### src/common/rfs_pkg.sv
// shared constants of the remap fault status block
package rfs_pkg;
	localparam int          RFS_ADDR_W          = 12;
	localparam logic [11:0] RFS_OFF_STATUS      = 12'h034;
	localparam logic [11:0] RFS_OFF_EVT_CTL     = 12'h038;
	localparam logic [11:0] RFS_OFF_IRQ_STAT    = 12'h040;
	localparam logic [11:0] RFS_OFF_IRQ_CLR     = 12'h044;
	localparam logic [11:0] RFS_OFF_IRQ_EN      = 12'h048;
	localparam logic [11:0] RFS_OFF_MASK_CAP    = 12'h04C;
	localparam int          RFS_BIT_PPF         = 1;
	localparam int          RFS_BIT_QERR        = 4;
	localparam int          RFS_BIT_BADCPL      = 5;
	localparam int          RFS_BIT_TMO         = 6;
	localparam int          RFS_FRI_LO          = 8;
	localparam int          RFS_BIT_EVMASK      = 31;
	localparam int          RFS_PAGE_SHIFT      = 12;
	localparam int          RFS_MASK_W          = 6;
	localparam logic [5:0]  RFS_MASK_MAX_DEF    = 6'h09;
	localparam logic [31:0] RFS_STATUS_RST      = 32'h00000000;
	localparam logic        RFS_EVMASK_RST      = 1'b1;
	localparam logic [2:0]  RFS_IRQ_EN_RST      = 3'h0;
	localparam logic [1:0]  RFS_HTRANS_NONSEQ   = 2'h2;
endpackage

### src/logic/rfs_sticky.sv
`timescale 1ns/10ps
// one sticky write-one-to-clear flag, set wins over clear
module rfs_sticky
	import rfs_pkg::*;
#(
	parameter bit PRESENT = 1'b1
) (
	input  wire logic clk,
	input  wire logic sys_rst,
	input  wire logic ce,
	input  wire logic set,
	input  wire logic clr,
	output logic      flag_q
);
	logic flag_d;

	// absent feature keeps the bit at zero
	assign flag_d = PRESENT & (set | (flag_q & ~clr));

	always_ff @(posedge clk) begin
		if (sys_rst)
			flag_q <= 1'b0;
		else if (ce)
			flag_q <= flag_d;
	end
endmodule

### src/logic/rfs_span_mask.sv
`timescale 1ns/10ps
// turns a page span mask value into an address mask above the page offset
module rfs_span_mask
	import rfs_pkg::*;
#(
	parameter int        ADDR_W   = 64,
	parameter logic [5:0] MASK_MAX = RFS_MASK_MAX_DEF
) (
	input  wire logic [5:0]        page_span_mask,
	output logic [ADDR_W-1:0]      addr_keep,
	output logic                   span_legal
);
	// ones from bit 12 upward except the low M page bits
	function automatic logic [ADDR_W-1:0] keep_bits(input logic [5:0] m);
		logic [ADDR_W-1:0] v;
		v = '1;
		v = v << (RFS_PAGE_SHIFT + int'(m));
		return v;
	endfunction

	assign addr_keep  = keep_bits(page_span_mask);
	assign span_legal = (page_span_mask <= MASK_MAX);
endmodule

### src/logic/rfs_status.sv
`timescale 1ns/10ps
// fault status register bank with ahb-lite slave and fault event output

// Notes on behaviour
// - a span mask value M clears the low M page-number bits from bit 12 so 2^M pages match, 0 meaning one page.
// - when the pending-fault summary sets, the record pointer loads the index of the first pending record.
// - status bits 31:16 and bit 7 read zero and ignore writes.
// - bit 6 sets when a device-TLB invalidation completion times out.
// - bit 5 sets on an unexpected or invalid device-TLB invalidation completion.
// - bit 4 sets on an invalidation queue error.
// - setting any of the three error flags may raise a fault event per the event control register.
// - without device-TLB support bits 6 and 5 are reserved zero.
// - without queued invalidation support bit 4 is reserved zero.
// - error flags hold until software writes one to them; writing zero does nothing.
// - the pending-fault summary is the OR of all record fault flags.
// - while the event mask bit is set, which it is after reset, no fault event is sent.
module rfs_status
	import rfs_pkg::*;
#(
	parameter int         NUM_REC     = 8,
	parameter bit         HAS_DEVTLB  = 1'b1,
	parameter bit         HAS_QINV    = 1'b1,
	parameter int         ADDR_W      = 64,
	parameter logic [5:0] MASK_MAX    = RFS_MASK_MAX_DEF
) (
	input  wire logic               clk,
	input  wire logic               sys_rst,
	input  wire logic               ce,
	input  wire logic               hsel,
	input  wire logic [31:0]        haddr,
	input  wire logic [1:0]         htrans,
	input  wire logic               hwrite,
	input  wire logic [2:0]         hsize,
	input  wire logic [31:0]        hwdata,
	input  wire logic               hready,
	output logic [31:0]             hrdata,
	output logic                    hreadyout,
	output logic                    hresp,
	input  wire logic [NUM_REC-1:0] rec_fault,
	input  wire logic               cpl_timeout,
	input  wire logic               cpl_bad,
	input  wire logic               queue_err,
	input  wire logic [5:0]         page_span_mask,
	output logic [ADDR_W-1:0]       addr_keep,
	output logic                    span_legal,
	output logic                    fault_event,
	output logic                    irq
);
	// index of lowest set record flag
	function automatic logic [7:0] first_set(input logic [NUM_REC-1:0] v);
		logic [7:0] idx;
		idx = 8'h00;
		for (int i = NUM_REC - 1; i >= 0; i--) begin
			if (v[i])
				idx = 8'(i);
		end
		return idx;
	endfunction

	logic        wr_pend_q;
	logic [11:0] wr_addr_q;
	logic        ppf_q;
	logic [7:0]  fri_q;
	logic [7:0]  fri_d;
	logic        evmask_q;
	logic [2:0]  irq_en_q;
	logic        tmo_q;
	logic        bad_q;
	logic        qerr_q;
	logic        ppf_d;
	logic        ppf_rise;
	logic        err_rise;
	logic        addr_ok;
	logic        rd_go;
	logic [31:0] rd_mux;
	logic        wr_status;
	logic        wr_evctl;
	logic        wr_irqclr;
	logic        wr_irqen;
	logic [2:0]  err_vec;
	logic [2:0]  clr_vec;
	logic [31:0] status_word;

	// address phase decode; single wait-free transfers
	assign addr_ok   = ce & hsel & hready & (htrans == RFS_HTRANS_NONSEQ);
	assign rd_go     = addr_ok & ~hwrite;
	assign hreadyout = 1'b1;
	assign hresp     = 1'b0;

	// write data arrives one cycle after the address phase
	always_ff @(posedge clk) begin
		if (sys_rst) begin
			wr_pend_q <= 1'b0;
			wr_addr_q <= 12'h000;
		end else if (ce) begin
			wr_pend_q <= addr_ok & hwrite;
			wr_addr_q <= haddr[11:0];
		end
	end

	assign wr_status = ce & wr_pend_q & (wr_addr_q == RFS_OFF_STATUS);
	assign wr_evctl  = ce & wr_pend_q & (wr_addr_q == RFS_OFF_EVT_CTL);
	assign wr_irqclr = ce & wr_pend_q & (wr_addr_q == RFS_OFF_IRQ_CLR);
	assign wr_irqen  = ce & wr_pend_q & (wr_addr_q == RFS_OFF_IRQ_EN);

	// write-one clears from the status word or the clear register
	assign clr_vec[0] = (wr_status & hwdata[RFS_BIT_QERR]) | (wr_irqclr & hwdata[0]);
	assign clr_vec[1] = (wr_status & hwdata[RFS_BIT_BADCPL]) | (wr_irqclr & hwdata[1]);
	assign clr_vec[2] = (wr_status & hwdata[RFS_BIT_TMO]) | (wr_irqclr & hwdata[2]);

	rfs_sticky #(.PRESENT(HAS_QINV)) u_qerr (
		.clk    (clk),
		.sys_rst(sys_rst),
		.ce     (ce),
		.set    (queue_err),
		.clr    (clr_vec[0]),
		.flag_q (qerr_q)
	);

	rfs_sticky #(.PRESENT(HAS_DEVTLB)) u_bad (
		.clk    (clk),
		.sys_rst(sys_rst),
		.ce     (ce),
		.set    (cpl_bad),
		.clr    (clr_vec[1]),
		.flag_q (bad_q)
	);

	rfs_sticky #(.PRESENT(HAS_DEVTLB)) u_tmo (
		.clk    (clk),
		.sys_rst(sys_rst),
		.ce     (ce),
		.set    (cpl_timeout),
		.clr    (clr_vec[2]),
		.flag_q (tmo_q)
	);

	rfs_span_mask #(.ADDR_W(ADDR_W), .MASK_MAX(MASK_MAX)) u_span (
		.page_span_mask(page_span_mask),
		.addr_keep     (addr_keep),
		.span_legal    (span_legal)
	);

	// summary tracks the record flags; pointer loads only as summary rises
	assign ppf_d    = |rec_fault;
	assign ppf_rise = ppf_d & ~ppf_q;
	assign fri_d    = ppf_rise ? first_set(rec_fault) : fri_q;

	always_ff @(posedge clk) begin
		if (sys_rst) begin
			ppf_q <= 1'b0;
			fri_q <= 8'h00;
		end else if (ce) begin
			ppf_q <= ppf_d;
			fri_q <= fri_d;
		end
	end

	// event mask resets set so nothing leaves until software opens it
	always_ff @(posedge clk) begin
		if (sys_rst)
			evmask_q <= RFS_EVMASK_RST;
		else if (wr_evctl)
			evmask_q <= hwdata[RFS_BIT_EVMASK];
	end

	always_ff @(posedge clk) begin
		if (sys_rst)
			irq_en_q <= RFS_IRQ_EN_RST;
		else if (wr_irqen)
			irq_en_q <= hwdata[2:0];
	end

	assign err_vec = {tmo_q, bad_q, qerr_q};

	// a new error or summary rise is the fault event; pulse output
	assign err_rise = (queue_err & HAS_QINV & ~qerr_q) | (cpl_bad & HAS_DEVTLB & ~bad_q)
		| (cpl_timeout & HAS_DEVTLB & ~tmo_q);

	always_ff @(posedge clk) begin
		if (sys_rst)
			fault_event <= 1'b0;
		else if (ce)
			fault_event <= (err_rise | ppf_rise) & ~evmask_q;
	end

	assign irq = |(err_vec & irq_en_q);

	// reserved bits 31:16 and 7 stay zero in the assembled word
	assign status_word = {16'h0000, fri_q, 1'b0, tmo_q, bad_q, qerr_q, 2'b00, ppf_q, 1'b0};

	always_comb begin
		unique case (haddr[11:0])
			RFS_OFF_STATUS:   rd_mux = status_word;
			RFS_OFF_EVT_CTL:  rd_mux = {evmask_q, 31'h00000000};
			RFS_OFF_IRQ_STAT: rd_mux = {29'h00000000, err_vec};
			RFS_OFF_IRQ_EN:   rd_mux = {29'h00000000, irq_en_q};
			RFS_OFF_MASK_CAP: rd_mux = {26'h0000000, MASK_MAX};
			default:          rd_mux = 32'h00000000;
		endcase
	end

	// read data registered for the data phase
	always_ff @(posedge clk) begin
		if (sys_rst)
			hrdata <= 32'h00000000;
		else if (rd_go)
			hrdata <= rd_mux;
	end
endmodule

### config.mk
export PLATFORM = sky130hd
export DESIGN_NAME = rfs_status
export DESIGN_NICKNAME = d
export VERILOG_FILES = /design/src/common/rfs_pkg.sv /design/src/logic/rfs_sticky.sv /design/src/logic/rfs_span_mask.sv /design/src/logic/rfs_status.sv
export SDC_FILE = /design/constraint.sdc
export NUM_CORES = 1
export LEC_CHECK = 0
export ABC_AREA = 1
export BUFFER_PORTS_ARGS = -buffer_cell sky130_fd_sc_hd__buf_2
export CORE_MARGIN = 8
export CORE_UTILIZATION = 41
export DETAILED_ROUTE_END_ITERATION = 10
export HOLD_SLACK_MARGIN = 0.08
export PLACE_DENSITY = 0.81
export SKIP_LAST_GASP = 1
export SYNTH_ARGS = -nofsm -noshare
export SYNTH_HDL_FRONTEND = slang
export SYNTH_SLANG_ARGS = --single-unit
### constraint.sdc
create_clock -name clk -period 1.8 [get_ports clk]
set_clock_uncertainty 0.05 [all_clocks]
set_input_delay 0.09 -clock clk [delete_from_list [all_inputs] [get_ports clk]]
set_output_delay 0.09 -clock clk [all_outputs]
set_load 0.01 [all_outputs]
* Word-level counts from Yosys, hierarchy flattened *
Cells that the tools add are included.

operators by class
  magnitude comparators = 1
  add/sub/neg operators = 1
  equality and inequality tests = 10
  bitwise operators = 43
  multiplexer cells = 9
  reduce and logical (&&, ||, !) cells = 3
  shifts and indexed selects = 1

operators by type and width
  cell                                                  number
  case mux 32 bit (5 select lines)                      1
  left shift 64 x 32 -> 64 bit, first input constant    1
  equality test 12 x 7 -> 1 bit, second input constant  5
  2-to-1 mux 8 bit                                      7
  equality test 12 x 6 -> 1 bit, second input constant  4
  bitwise AND 1 bit                                     24
  inverter 1 bit                                        9
  bitwise OR 1 bit                                      9
  OR reduction 8 bit                                    1
  adder 4 x 6 -> 7 bit, first input constant            1
  <= comparator 6 x 4 -> 1 bit, second input constant   1
  bitwise AND 3 bit                                     1
  2-to-1 mux 3 bit                                      1
  OR reduction 3 bit                                    1
  equality test 2 bit, second input constant            1
  AND reduction 2 bit                                   1

storage, ports and cells
  word-level logic and storage cells = 79
  output and inout port bits = 101
  input port bits = 92
  register bits = 62

* Depth between registers and ports, before layout *
Gate-level depths: netlist (run 1).

  depth in word-level cells = 8
  gate-level depth with buffers = 9
  gate-level depth less buffers = 9

* Modules after synthesis *
From an unflattened synthesis (run 1), not the netlist that was laid out.

second synthesis, totals
  cell total of the unflattened synthesis = 465
  area total of the unflattened synthesis = 2770.2 um^2

modules (own cells, without submodules)
  module         instances  area each (um^2)  cells an instance  seq. area each (um^2)
  rfs_status     1          1864.3            273                660.6
  rfs_span_mask  1          785.8             177                0.0
  rfs_sticky     3          40.0              5                  20.0

* Worst setup path before layout (run 1) *
OpenSTA, ideal clock, no wires.

  path kind = input-to-output
  from = input page_span_mask[2]
  to = output addr_keep[4]
  stages = 7
  path buffers = 0
  arrival time = 1535 ps
  slack = 125 ps
  required time = 1660 ps
  path through = inv_1 -> ha_1 -> inv_1 -> ha_1 -> nor2_1 -> nand2_1 -> nor3_1

between the ends
  cells in the longest elaborated chain, start to end = 2

ends and longest elaborated chain
  what                          RTL line             source
  start, declared               rfs_status.sv:43     input wire logic [5:0] page_span_mask,
  adder 4 x 6 -> 7 bit          rfs_span_mask.sv:17  v = v << (RFS_PAGE_SHIFT + int'(m));
  left shift 64 x 32 -> 64 bit  rfs_span_mask.sv:17
  end, declared                 rfs_status.sv:44     output logic [ADDR_W-1:0] addr_keep,

No other way between the ends.

* Worst setup path after layout (run 1) *
  from = input page_span_mask[2]
  to = output addr_keep[45]

The elaborated chain is that of the path after synthesis.

==> flow_summary.json, run 1 <==
{
  "run_status": "finished, final reports clean",
  "drive_above_1_share": 0.2773,
  "drv_cap": 0,
  "cp-startpoint": "page_span_mask[2]",
  "clkLatencyLatePin_ns": 0.30,
  "dpl-instance-area_um2": 3269,
  "grt_max_degree": 28,
  "synth.distinct_cells": 31,
  "antenna_found_initial": 0,
  "leakage_uw": 0.001922,
  "drcViolationCount": 0,
  "area_growth_pct": 41.51,
  "antenna_violating_nets_remaining": 0,
  "yosysSeqAreaShare": 0.2787,
  "cts_made_buffers": 5,
  "final_core_utilization": 0.5864,
  "drt-initial-drc-count": 221,
  "cellPowerDensity_nw_per_um2": 640.8,
  "detail_route.first_pass.iterations": 5,
  "timing.final.max_slew_violations": 0,
  "syn_area_um2": 2586,
  "cts_htree_levels": 2,
  "post-cts-setup-buffer-count": 0,
  "beginning_of_the_worst_register_to_register_path": "wr_addr_q[9]$_SDFFE_PP0P_",
  "period_share": 0.9483,
  "cts.sinks": 36,
  "critical-path-slowest-cell": "nor3_4",
  "synth_largest_type_area_fraction": 0.2787,
  "critPathBufInv": 7,
  "worst-endpoint-arrival_ns": 1.57,
  "setup_viol_count_final": 0,
  "worstPathCellList": "buf_2 > inv_1 > ha_1 > buf_4 > nor3_4 > buf_6 > nor2_4 > inv_2 > buf_4 > o21ai_0 > buf_2",
  "die_y_um": 95.42,
  "postSynthAreaPerCell_um2": 6.129,
  "cp_data_required_time_ns": 1.66,
  "floorplan.io_pins": 193,
  "critPathMaxFanout": 10,
  "ys_top_cells_by_area": "dfxtp_1 28%, nor2_1 12%, nand2_1 9.7%",
  "postLayoutCellArea_um2": 3660,
  "grt_setup_unrepaired": "yes",
  "holdCritPathClass": "in2reg",
  "first_global_vias": 3109,
  "ctsLongestPathBuffers": 2,
  "placement.io_buffers": 121,
  "worstSetupStartpointType": "input pin",
  "diodes": 0,
  "cp_slowest_stage_delay_ns": 0.24,
  "grt_overflow": 0,
  "post-dp-hpwl_um": 6654,
  "core_region_um2": 6241,
  "cts_tree": "built",
  "gpl.final_weighted_congestion": 0.9139,
  "wl_per_cell_um": 13.72,
  "finalWirelength_um": 8976,
  "final-seq-area_um2": 720.7,
  "fill_cells": 585,
  "track_usage": 0.1881,
  "die_area_um2": 9105,
  "route.vias.total": 3308,
  "fp.dieW_um": 95.42,
  "clock_pin_slew_of_the_registers_on_the_worst_case_setup_and_hold_paths_ns": 0.07,
  "setup.worst_path.end_class": "output port",
  "synth_cells": 422,
  "grt_first_pass_wirelength_um": 13970,
  "synth.largest_area_cell": "dfxtp_1",
  "commonest_cells_after_routing_fill_and_taps_aside": "121 x buf_2, 80 x nor2_1, 67 x nand2_1, 52 x inv_1, 42 x a21oi_1",
  "avgViaCountPerCell": 5.058,
  "ir_worst_vdd_v": 0.0004994,
  "post-route-min-period_ns": 1.707,
  "final_common_cell": "buf_2",
  "path_delay_family": "buffers and inverters",
  "synth-seq-cells": 36,
  "criticalPathCategory": "in2out",
  "clockRootBuffer": "clkbuf_8",
  "num-nets-final": 674,
  "fmaxAchievable_mhz": 585.8,
  "final-hold-violation-count": 0,
  "core.rowCount": 29,
  "initial_core_util": 0.4144,
  "synth_warnings": 0,
  "hold_path.startpoint": "rec_fault[0]",
  "multiInputGateArea_um2": 1524
}
## state kept, by name, summed over array words and instances (netlist names)
name / count
wr_addr_q: 12
hrdata: 11
fri_q: 3
irq_en_q: 3
evmask_q: 1
fault_event: 1
ppf_q: 1
u_bad.flag_q: 1
u_qerr.flag_q: 1
u_tmo.flag_q: 1
wr_pend_q: 1
## layer usage
layer	vias up	track usage	part of all wire
met5	-	0	0
met4	0	0.08195	0.029
met3	33	0.02835	0.094
met2	190	0.3521	0.51
met1	1466	0.2040	0.36
li1	1619	-	-
## worst paths after layout
path / slack (ns) / end / depth (start not counted)
setup / recovery: 0.09 / addr_keep[45] / 11
hold / removal: 0.1 / fri_q[0]$_SDFFE_PP0P_ / 4
setup reg to reg: 0.45 / irq_en_q[0]$_SDFFE_PP0P_ / 6
hold reg to reg: 0.42 / hrdata[9]$_SDFFE_PP0P_ / 2
## cells in the mapped netlist
cell,number
ha_1,6
nand2_1,67
o21ai_1,1
nor2_4,1
conb_1,2
nor3_4,2
buf_1,1
o22ai_1,1
or2_1,1
o211ai_1,2
nand3b_4,1
o21ai_0,33
clkbuf_1,7
a31oi_1,3
inv_2,1
buf_4,24
nor3_1,10
nand3b_1,1
a221oi_1,1
a21oi_1,42
nor2_2,1
nand2_4,1
buf_6,2
inv_1,53
o21a_1,1
nand3_1,32
o31ai_1,2
buf_2,4
nor2_1,80
nand4_1,3
dfxtp_1,36
## per-stage QoR
step	hold WS (ns)	setup WS (ns)	std cells	TNS, ns	power [µW]
after floorplan	0.1704	0.1249	443	0	1310
after global placement	0.2736	0.001894	622	0	1570
after detailed placement	0.2871	-0.03056	622	-0.07306	1584
after CTS	0.09184	0.002113	654	0	2321
after global routing	0.1434	-0.05590	654	-0.08944	2467
final	0.09935	0.09302	654	0	2345
## final cells by class
type,instances,share of cell area
tap,77,0.02632
inverter,54,0.05538
timing repair buffer,164,0.2745
clock inverter,3,0.01162
clock buffer,5,0.01880
multi-input combinational,315,0.4164
sequential,36,0.1969
## power by group
part / switching (µW) / internal (µW) / leakage, µW / total (µW)
registers: 22.7 / 826 / 0.000295 / 849
clock network: 302 / 410 / 0.0000541 / 711
logic: 471 / 313 / 0.00157 / 785
total: 796 / 1550 / 0.00192 / 2350
## cell families after synthesis
family                   Yosys count  share of synthesized area
adder cells (fa/ha/maj)            6                    0.02903
AO/OA/AOI/OAI                     86                     0.1746
other                              2                   0.002904
buffers and inverters             92                     0.1761
AND/OR/NAND/NOR                  200                     0.3387
flip-flops                        36                     0.2787
## tightest hold or removal path, stage by stage
cell	delay [ns]
buf_2	0.07
inv_1	0.05
a21oi_1	0.14
nor2_1	0.05
## what timing repair did
action,in CTS,in global routing
hold endpoints to repair,20,0
endpoints found under the setup margin,4,37
hold buffers,24,0
pin swaps,0,1
resized for setup,2,8
No activity file was read; power rests on OpenSTA's default activity.
==> run 2: changes to the inputs <==
CORE_UTILIZATION = 42   (was 41)
PLACE_DENSITY = 0.88   (was 0.81)
RECOVER_POWER = 50   (was unset)
SYNTH_HIERARCHICAL = 1   (was unset)
==> run 2 against run 1 <==
  * Setup slack better by 0.047 ns
  * Sequential share of layout area decreased by 0.12 points
  * Core utilization shrank 0.65 points
  * Flip-flop and latch count unchanged
  * Highest routed layer unchanged
==> flow_summary.json, run 2 <==
{
  "num-nets-final": 705,
  "ctsLongestPathBuffers": 2,
  "fp.dieW_um": 97.22,
  "worstPathCellList": "buf_2 > inv_1 > ha_2 > inv_1 > ha_4 > buf_4 > nand2_1 > o21ai_0 > nand2_1 > buf_2",
  "clockRootBuffer": "clkbuf_8",
  "cellPowerDensity_nw_per_um2": 611.6,
  "flip_flop_count_of_the_largest_register_all_copies_and_words_added": 12,
  "gpl.final_weighted_congestion": 0.8820,
  "yosysSeqAreaShare": 0.2602,
  "dpl-instance-area_um2": 3393,
  "track_usage": 0.1822,
  "final.setup.tns_ns": 0,
  "finalWirelength_um": 8971,
  "synth_enable_flop_cells": 0,
  "postSynthAreaPerCell_um2": 5.957,
  "hold_slack_ns": 0.09309,
  "synth_cells": 465,
  "synth_warnings": 6,
  "drt-initial-drc-count": 166,
  "holdCritPathClass": "in2reg",
  "drv_cap": 0,
  "final-hold-violation-count": 0,
  "ir_worst_vdd_v": 0.0003902,
  "setup_viol_count_final": 0,
  "worstSetupStartpointType": "input pin",
  "cts_made_buffers": 5,
  "detail_route.first_pass.iterations": 4,
  "critPathBufInv": 5,
  "path_delay_family": "buffers and inverters",
  "grt_max_degree": 38,
  "syn_area_um2": 2770,
  "period_share": 0.9225,
  "critPathMaxFanout": 6,
  "antenna_violating_nets_remaining": 0,
  "clock_pin_slew_of_the_registers_on_the_worst_case_setup_and_hold_paths_ns": 0.07,
  "post-route-min-period_ns": 1.660,
  "ys_top_cells_by_area": "dfxtp_1 26%, nand2_1 19%, nor2_1 8.8%",
  "cts_htree_levels": 2,
  "core_region_um2": 6350,
  "leakage_uw": 0.001922,
  "final_common_cell": "nand2_1",
  "synth.largest_area_cell": "dfxtp_1",
  "commonest_cells_after_routing_fill_and_taps_aside": "137 x nand2_1, 91 x buf_2, 63 x nor2_1, 55 x inv_1, 36 x dfxtp_1",
  "synth.distinct_cells": 30,
  "synth_ff_type": "dfxtp_1",
  "remaining_max_slew_budget_at_the_tightest_pin": 0.4310,
  "antenna_found_initial": 1,
  "die_area_um2": 9451,
  "critical-path-slowest-cell": "ha_4",
  "worst-endpoint-arrival_ns": 1.52,
  "drcViolationCount": 0,
  "synth-seq-cells": 36,
  "initial_core_util": 0.4363,
  "post-cts-setup-buffer-count": 0,
  "synthMostInstantiatedCell": "nand2_1",
  "cp_slowest_stage_delay_ns": 0.28,
  "wl_per_cell_um": 13.10,
  "floorplan.io_pins": 193,
  "grt_setup_unrepaired": "no",
  "tightestPinTransition_ns": 0.8534,
  "grt_first_pass_wirelength_um": 14960,
  "cts.sinks": 36,
  "share_of_flip_flops_with_an_asynchronous_set_or_reset": 0,
  "run_status": "finished, final reports clean",
  "die_y_um": 97.22,
  "timing.final.max_slew_violations": 0,
  "first_global_vias": 3267,
  "yosys-top-cells-count": "137 x nand2_1, 65 x nor2_1, 58 x inv_1",
  "route.vias.total": 3328,
  "reg_top3": "wr_addr_q x12, hrdata x11",
  "regMostFlops": "wr_addr_q",
  "avgViaCountPerCell": 4.858,
  "drive_above_1_share": 0.2208,
  "fmaxAchievable_mhz": 602.2,
  "cp_data_required_time_ns": 1.66,
  "placement.io_buffers": 121,
  "grt_overflow": 0,
  "clkLatencyLatePin_ns": 0.29,
  "core.rowCount": 29,
  "postLayoutCellArea_um2": 3682,
  "post-dp-hpwl_um": 7019,
  "criticalPathCategory": "in2out",
  "area_growth_pct": 32.93,
  "cts_tree": "built",
  "setup.worst_path.end_class": "output port",
  "synth_largest_type_area_fraction": 0.2602
}
-- run 2: layout make-up --
cell class / count / area (µm²)
fillers: 610 / 2668
multi-input cells: 351 / 1667
repair buffers: 154 / 878.3
flip-flops and latches: 36 / 720.7
inverters: 59 / 221.5
clock buffers: 7 / 96.34
well taps: 77 / 96.34
diodes: 1 / 2.502
-- run 2: path summary, 6_finish.rpt --
path / from / to / slack [ns] / depth (start not counted)
worst min register to register: fri_q[0]$_SDFFE_PP0P_ / hrdata[8]$_SDFFE_PP0P_ / 0.41 / 2
worst max-delay path: page_span_mask[3] / addr_keep[62] / 0.14 / 10
worst min-delay path: rec_fault[1] / fri_q[0]$_SDFFE_PP0P_ / 0.09 / 5
worst max register to register: wr_addr_q[3]$_SDFFE_PP0P_ / u_bad/flag_q$_SDFFE_PP0P_ / 0.21 / 8
-- run 2: logic make-up after synthesis --
kind of cell,after synthesis,synth area share
AO/OA/AOI/OAI,68,0.1287
adder cells (fa/ha/maj),6,0.02710
buffers and inverters,99,0.1766
flip-flops,36,0.2602
other,2,0.002711
AND/OR/NAND/NOR,254,0.4047
-- run 2: repair_timing --
item                                    4_1_cts  5_1_grt
hold buffers                                 20        0
endpoints found under the setup margin        1       39
pin swaps                                     0        0
endpoints found under the hold margin        19        0
gates resized for setup                       1       14
-- run 2: worst reg2reg max path: stages (launching register included) --
cell     delay [ns]
dfxtp_1        0.30
inv_1          0.09
nand2_1        0.06
nor3_1         0.36
nand3_1        0.18
o21ai_0        0.18
nand2_1        0.10
nand2_1        0.09
a21oi_2        0.05
-- run 2: through the flow --
step / power, µW / std cells / utilization / worst slack [ns]
after floorplan: 1344 / 486 / - / 0.2066
after global placement: 1589 / 657 / 0.5344 / 0.04754
after detailed placement: 1605 / 657 / 0.5344 / -0.001352
after CTS: 2245 / 684 / 0.5811 / 0.02385
after global routing: 2392 / 685 / 0.5799 / 0.01975
final: 2252 / 685 / 0.5799 / 0.1395
-- run 2: power breakdown --
group	leakage (µW)	switching, µW	internal (µW)	total (µW)
clock network	0.0000503	275	341	616
logic	0.00158	486	299	785
registers	0.000295	25.6	826	851
-- run 2: routing by layer --
layer / GRT usage / up-vias / share of wire
met1: 0.1798 / 1455 / 0.38
met2: 0.3370 / 163 / 0.50
met3: 0.07468 / 15 / 0.10
met5: 0 / - / 0
li1: - / 1695 / -
met4: 0.05711 / 0 / 0.016
==> run 3: changes to the inputs <==
PLACE_DENSITY = 0.84   (was 0.88)
==> run 3 against run 2 <==
  * Design area down 0.51%
  * Largest power group unchanged
  * Flip-flop and latch count unchanged
  * First-iteration DRC count up 11%
==> flow_summary.json, run 3 (synthesis results as in run 2) <==
{
  "run_status": "finished, final reports clean",
  "num-nets-final": 706,
  "cts.sinks": 36,
  "clkLatencyLatePin_ns": 0.29,
  "grt_overflow": 0,
  "setup.worst_path.end_class": "output port",
  "drive_above_1_share": 0.2217,
  "grt_max_degree": 50,
  "grt_first_pass_wirelength_um": 15500,
  "core.rowCount": 29,
  "layoutNonFillerInstCount": 686,
  "drcViolationCount": 0,
  "worstSetupStartpointType": "input pin",
  "grt_setup_unrepaired": "no",
  "remaining_max_slew_budget_at_the_tightest_pin": 0.6397,
  "place_inst": 658,
  "flip_flop_count_of_the_largest_register_all_copies_and_words_added": 12,
  "worstPathCellList": "buf_2 > inv_1 > ha_1 > inv_1 > ha_4 > inv_2 > nor2_2 > inv_2 > o21ai_1 > nor2_1 > buf_2",
  "path_delay_family": "buffers and inverters",
  "cellPowerDensity_nw_per_um2": 609.1,
  "post-dp-hpwl_um": 7184,
  "dpl-instance-area_um2": 3401,
  "finalWirelength_um": 9154,
  "wl_per_cell_um": 13.34,
  "cts_made_buffers": 5,
  "cp_data_required_time_ns": 1.66,
  "timing.final.max_slew_violations": 0,
  "regMostFlops": "wr_addr_q",
  "ctsLongestPathBuffers": 2,
  "cp_slowest_stage_delay_ns": 0.28,
  "leakage_uw": 0.001924,
  "gpl.final_weighted_congestion": 0.8914,
  "commonest_cells_after_routing_fill_and_taps_aside": "138 x nand2_1, 93 x buf_2, 62 x nor2_1, 55 x inv_1, 36 x dfxtp_1",
  "die_y_um": 97.22,
  "setup_viol_count_final": 0,
  "detail_route.first_pass.iterations": 4,
  "track_usage": 0.1882,
  "tightestPinTransition_ns": 0.5348,
  "antenna_found_initial": 0,
  "initial_core_util": 0.4363,
  "antenna_violating_nets_remaining": 0,
  "reg_top3": "wr_addr_q x12, hrdata x11",
  "period_share": 0.9088,
  "fp.dieW_um": 97.22,
  "diodes": 0,
  "critPathMaxFanout": 11,
  "first_global_vias": 3410,
  "post-route-min-period_ns": 1.636,
  "ir_worst_vdd_v": 0.0004546,
  "die_area_um2": 9451,
  "placement.io_buffers": 121,
  "cts_tree": "built",
  "worst-endpoint-arrival_ns": 1.50,
  "clock_pin_slew_of_the_registers_on_the_worst_case_setup_and_hold_paths_ns": 0.07,
  "fmaxAchievable_mhz": 611.3,
  "criticalPathCategory": "in2out",
  "avgViaCountPerCell": 4.889,
  "floorplan.io_pins": 193,
  "critPathBufInv": 6,
  "clockRootBuffer": "clkbuf_8",
  "final-hold-violation-count": 0,
  "drv_cap": 0,
  "holdCritPathClass": "in2reg",
  "postLayoutCellArea_um2": 3664,
  "drt-initial-drc-count": 185,
  "core_region_um2": 6350,
  "critical-path-slowest-cell": "ha_4",
  "route.vias.total": 3354,
  "final_common_cell": "nand2_1",
  "cts_htree_levels": 2,
  "area_growth_pct": 32.25
}
[run 3: power breakdown]
part | internal, µW | leakage (µW) | switching (µW) | total [µW]
logic | 298 | 0.00158 | 488 | 786
clock network | 305 | 0.0000510 | 289 | 594
registers | 825 | 0.000295 | 25.9 | 851
total | 1430 | 0.00192 | 803 | 2230
[run 3: worst paths after layout]
check        slack [ns]  depth (start not counted)                   endpoint                       from
max                0.16                         11              addr_keep[24]          page_span_mask[3]
min                 0.1                          2         ppf_q$_SDFFE_PP0P_                         ce
max reg2reg        0.18                          8  u_bad/flag_q$_SDFFE_PP0P_  wr_addr_q[9]$_SDFFE_PP0P_
min reg2reg        0.41                          2     hrdata[8]$_SDFFE_PP0P_      fri_q[0]$_SDFFE_PP0P_
[run 3: stage by stage]
| step | utilization | hold slack [ns] | total power [µW] | setup slack [ns] | setup TNS (ns) |
|---|---|---|---|---|---|
| CTS | 0.5817 | 0.09144 | 2231 | 0.02341 | 0 |
| floorplan | - | 0.1024 | 1344 | 0.2066 | 0 |
| finish | 0.5769 | 0.09880 | 2232 | 0.1642 | 0 |
| detailed placement | 0.5356 | 0.2864 | 1614 | -0.01545 | -0.01545 |
| global placement | 0.5356 | 0.2832 | 1598 | 0.04269 | 0 |
| global route | 0.5769 | 0.1141 | 2379 | 0.01657 | 0 |
[run 3: area by class of cell]
type | count | area (µm²)
fillers | 630 | 2686
multi-input cells | 351 | 1647
repair buffers | 155 | 885.9
flip-flops and latches | 36 | 720.7
inverters | 59 | 221.5
well taps | 77 | 96.34
clock buffers | 6 | 82.58
clock inverters | 2 | 10.01
[run 3: worst register-to-register path: stages (launching register included)]
cell and delay (ns):
dfxtp_1 0.31, nor2_1 0.11, nand3b_1 0.12, nor3_4 0.27
nand3_1 0.20, o21ai_0 0.22, nand2_1 0.09, nand2_1 0.08
a21oi_2 0.05
[run 3: timing repair]
item	4_1_cts	5_1_grt
resized for setup	1	9
pin swaps	0	0
endpoints found under the setup margin	1	33
hold endpoints to repair	19	0
setup buffers	0	0
hold buffers	20	0
[run 3: routing by layer]
metal	part of all wire	global-route usage	vias up
li1	-	-	1693
met1	0.40	0.1985	1490
met2	0.48	0.3344	154
met3	0.10	0.07397	17
met4	0.018	0.05944	0
met5	0	0	-
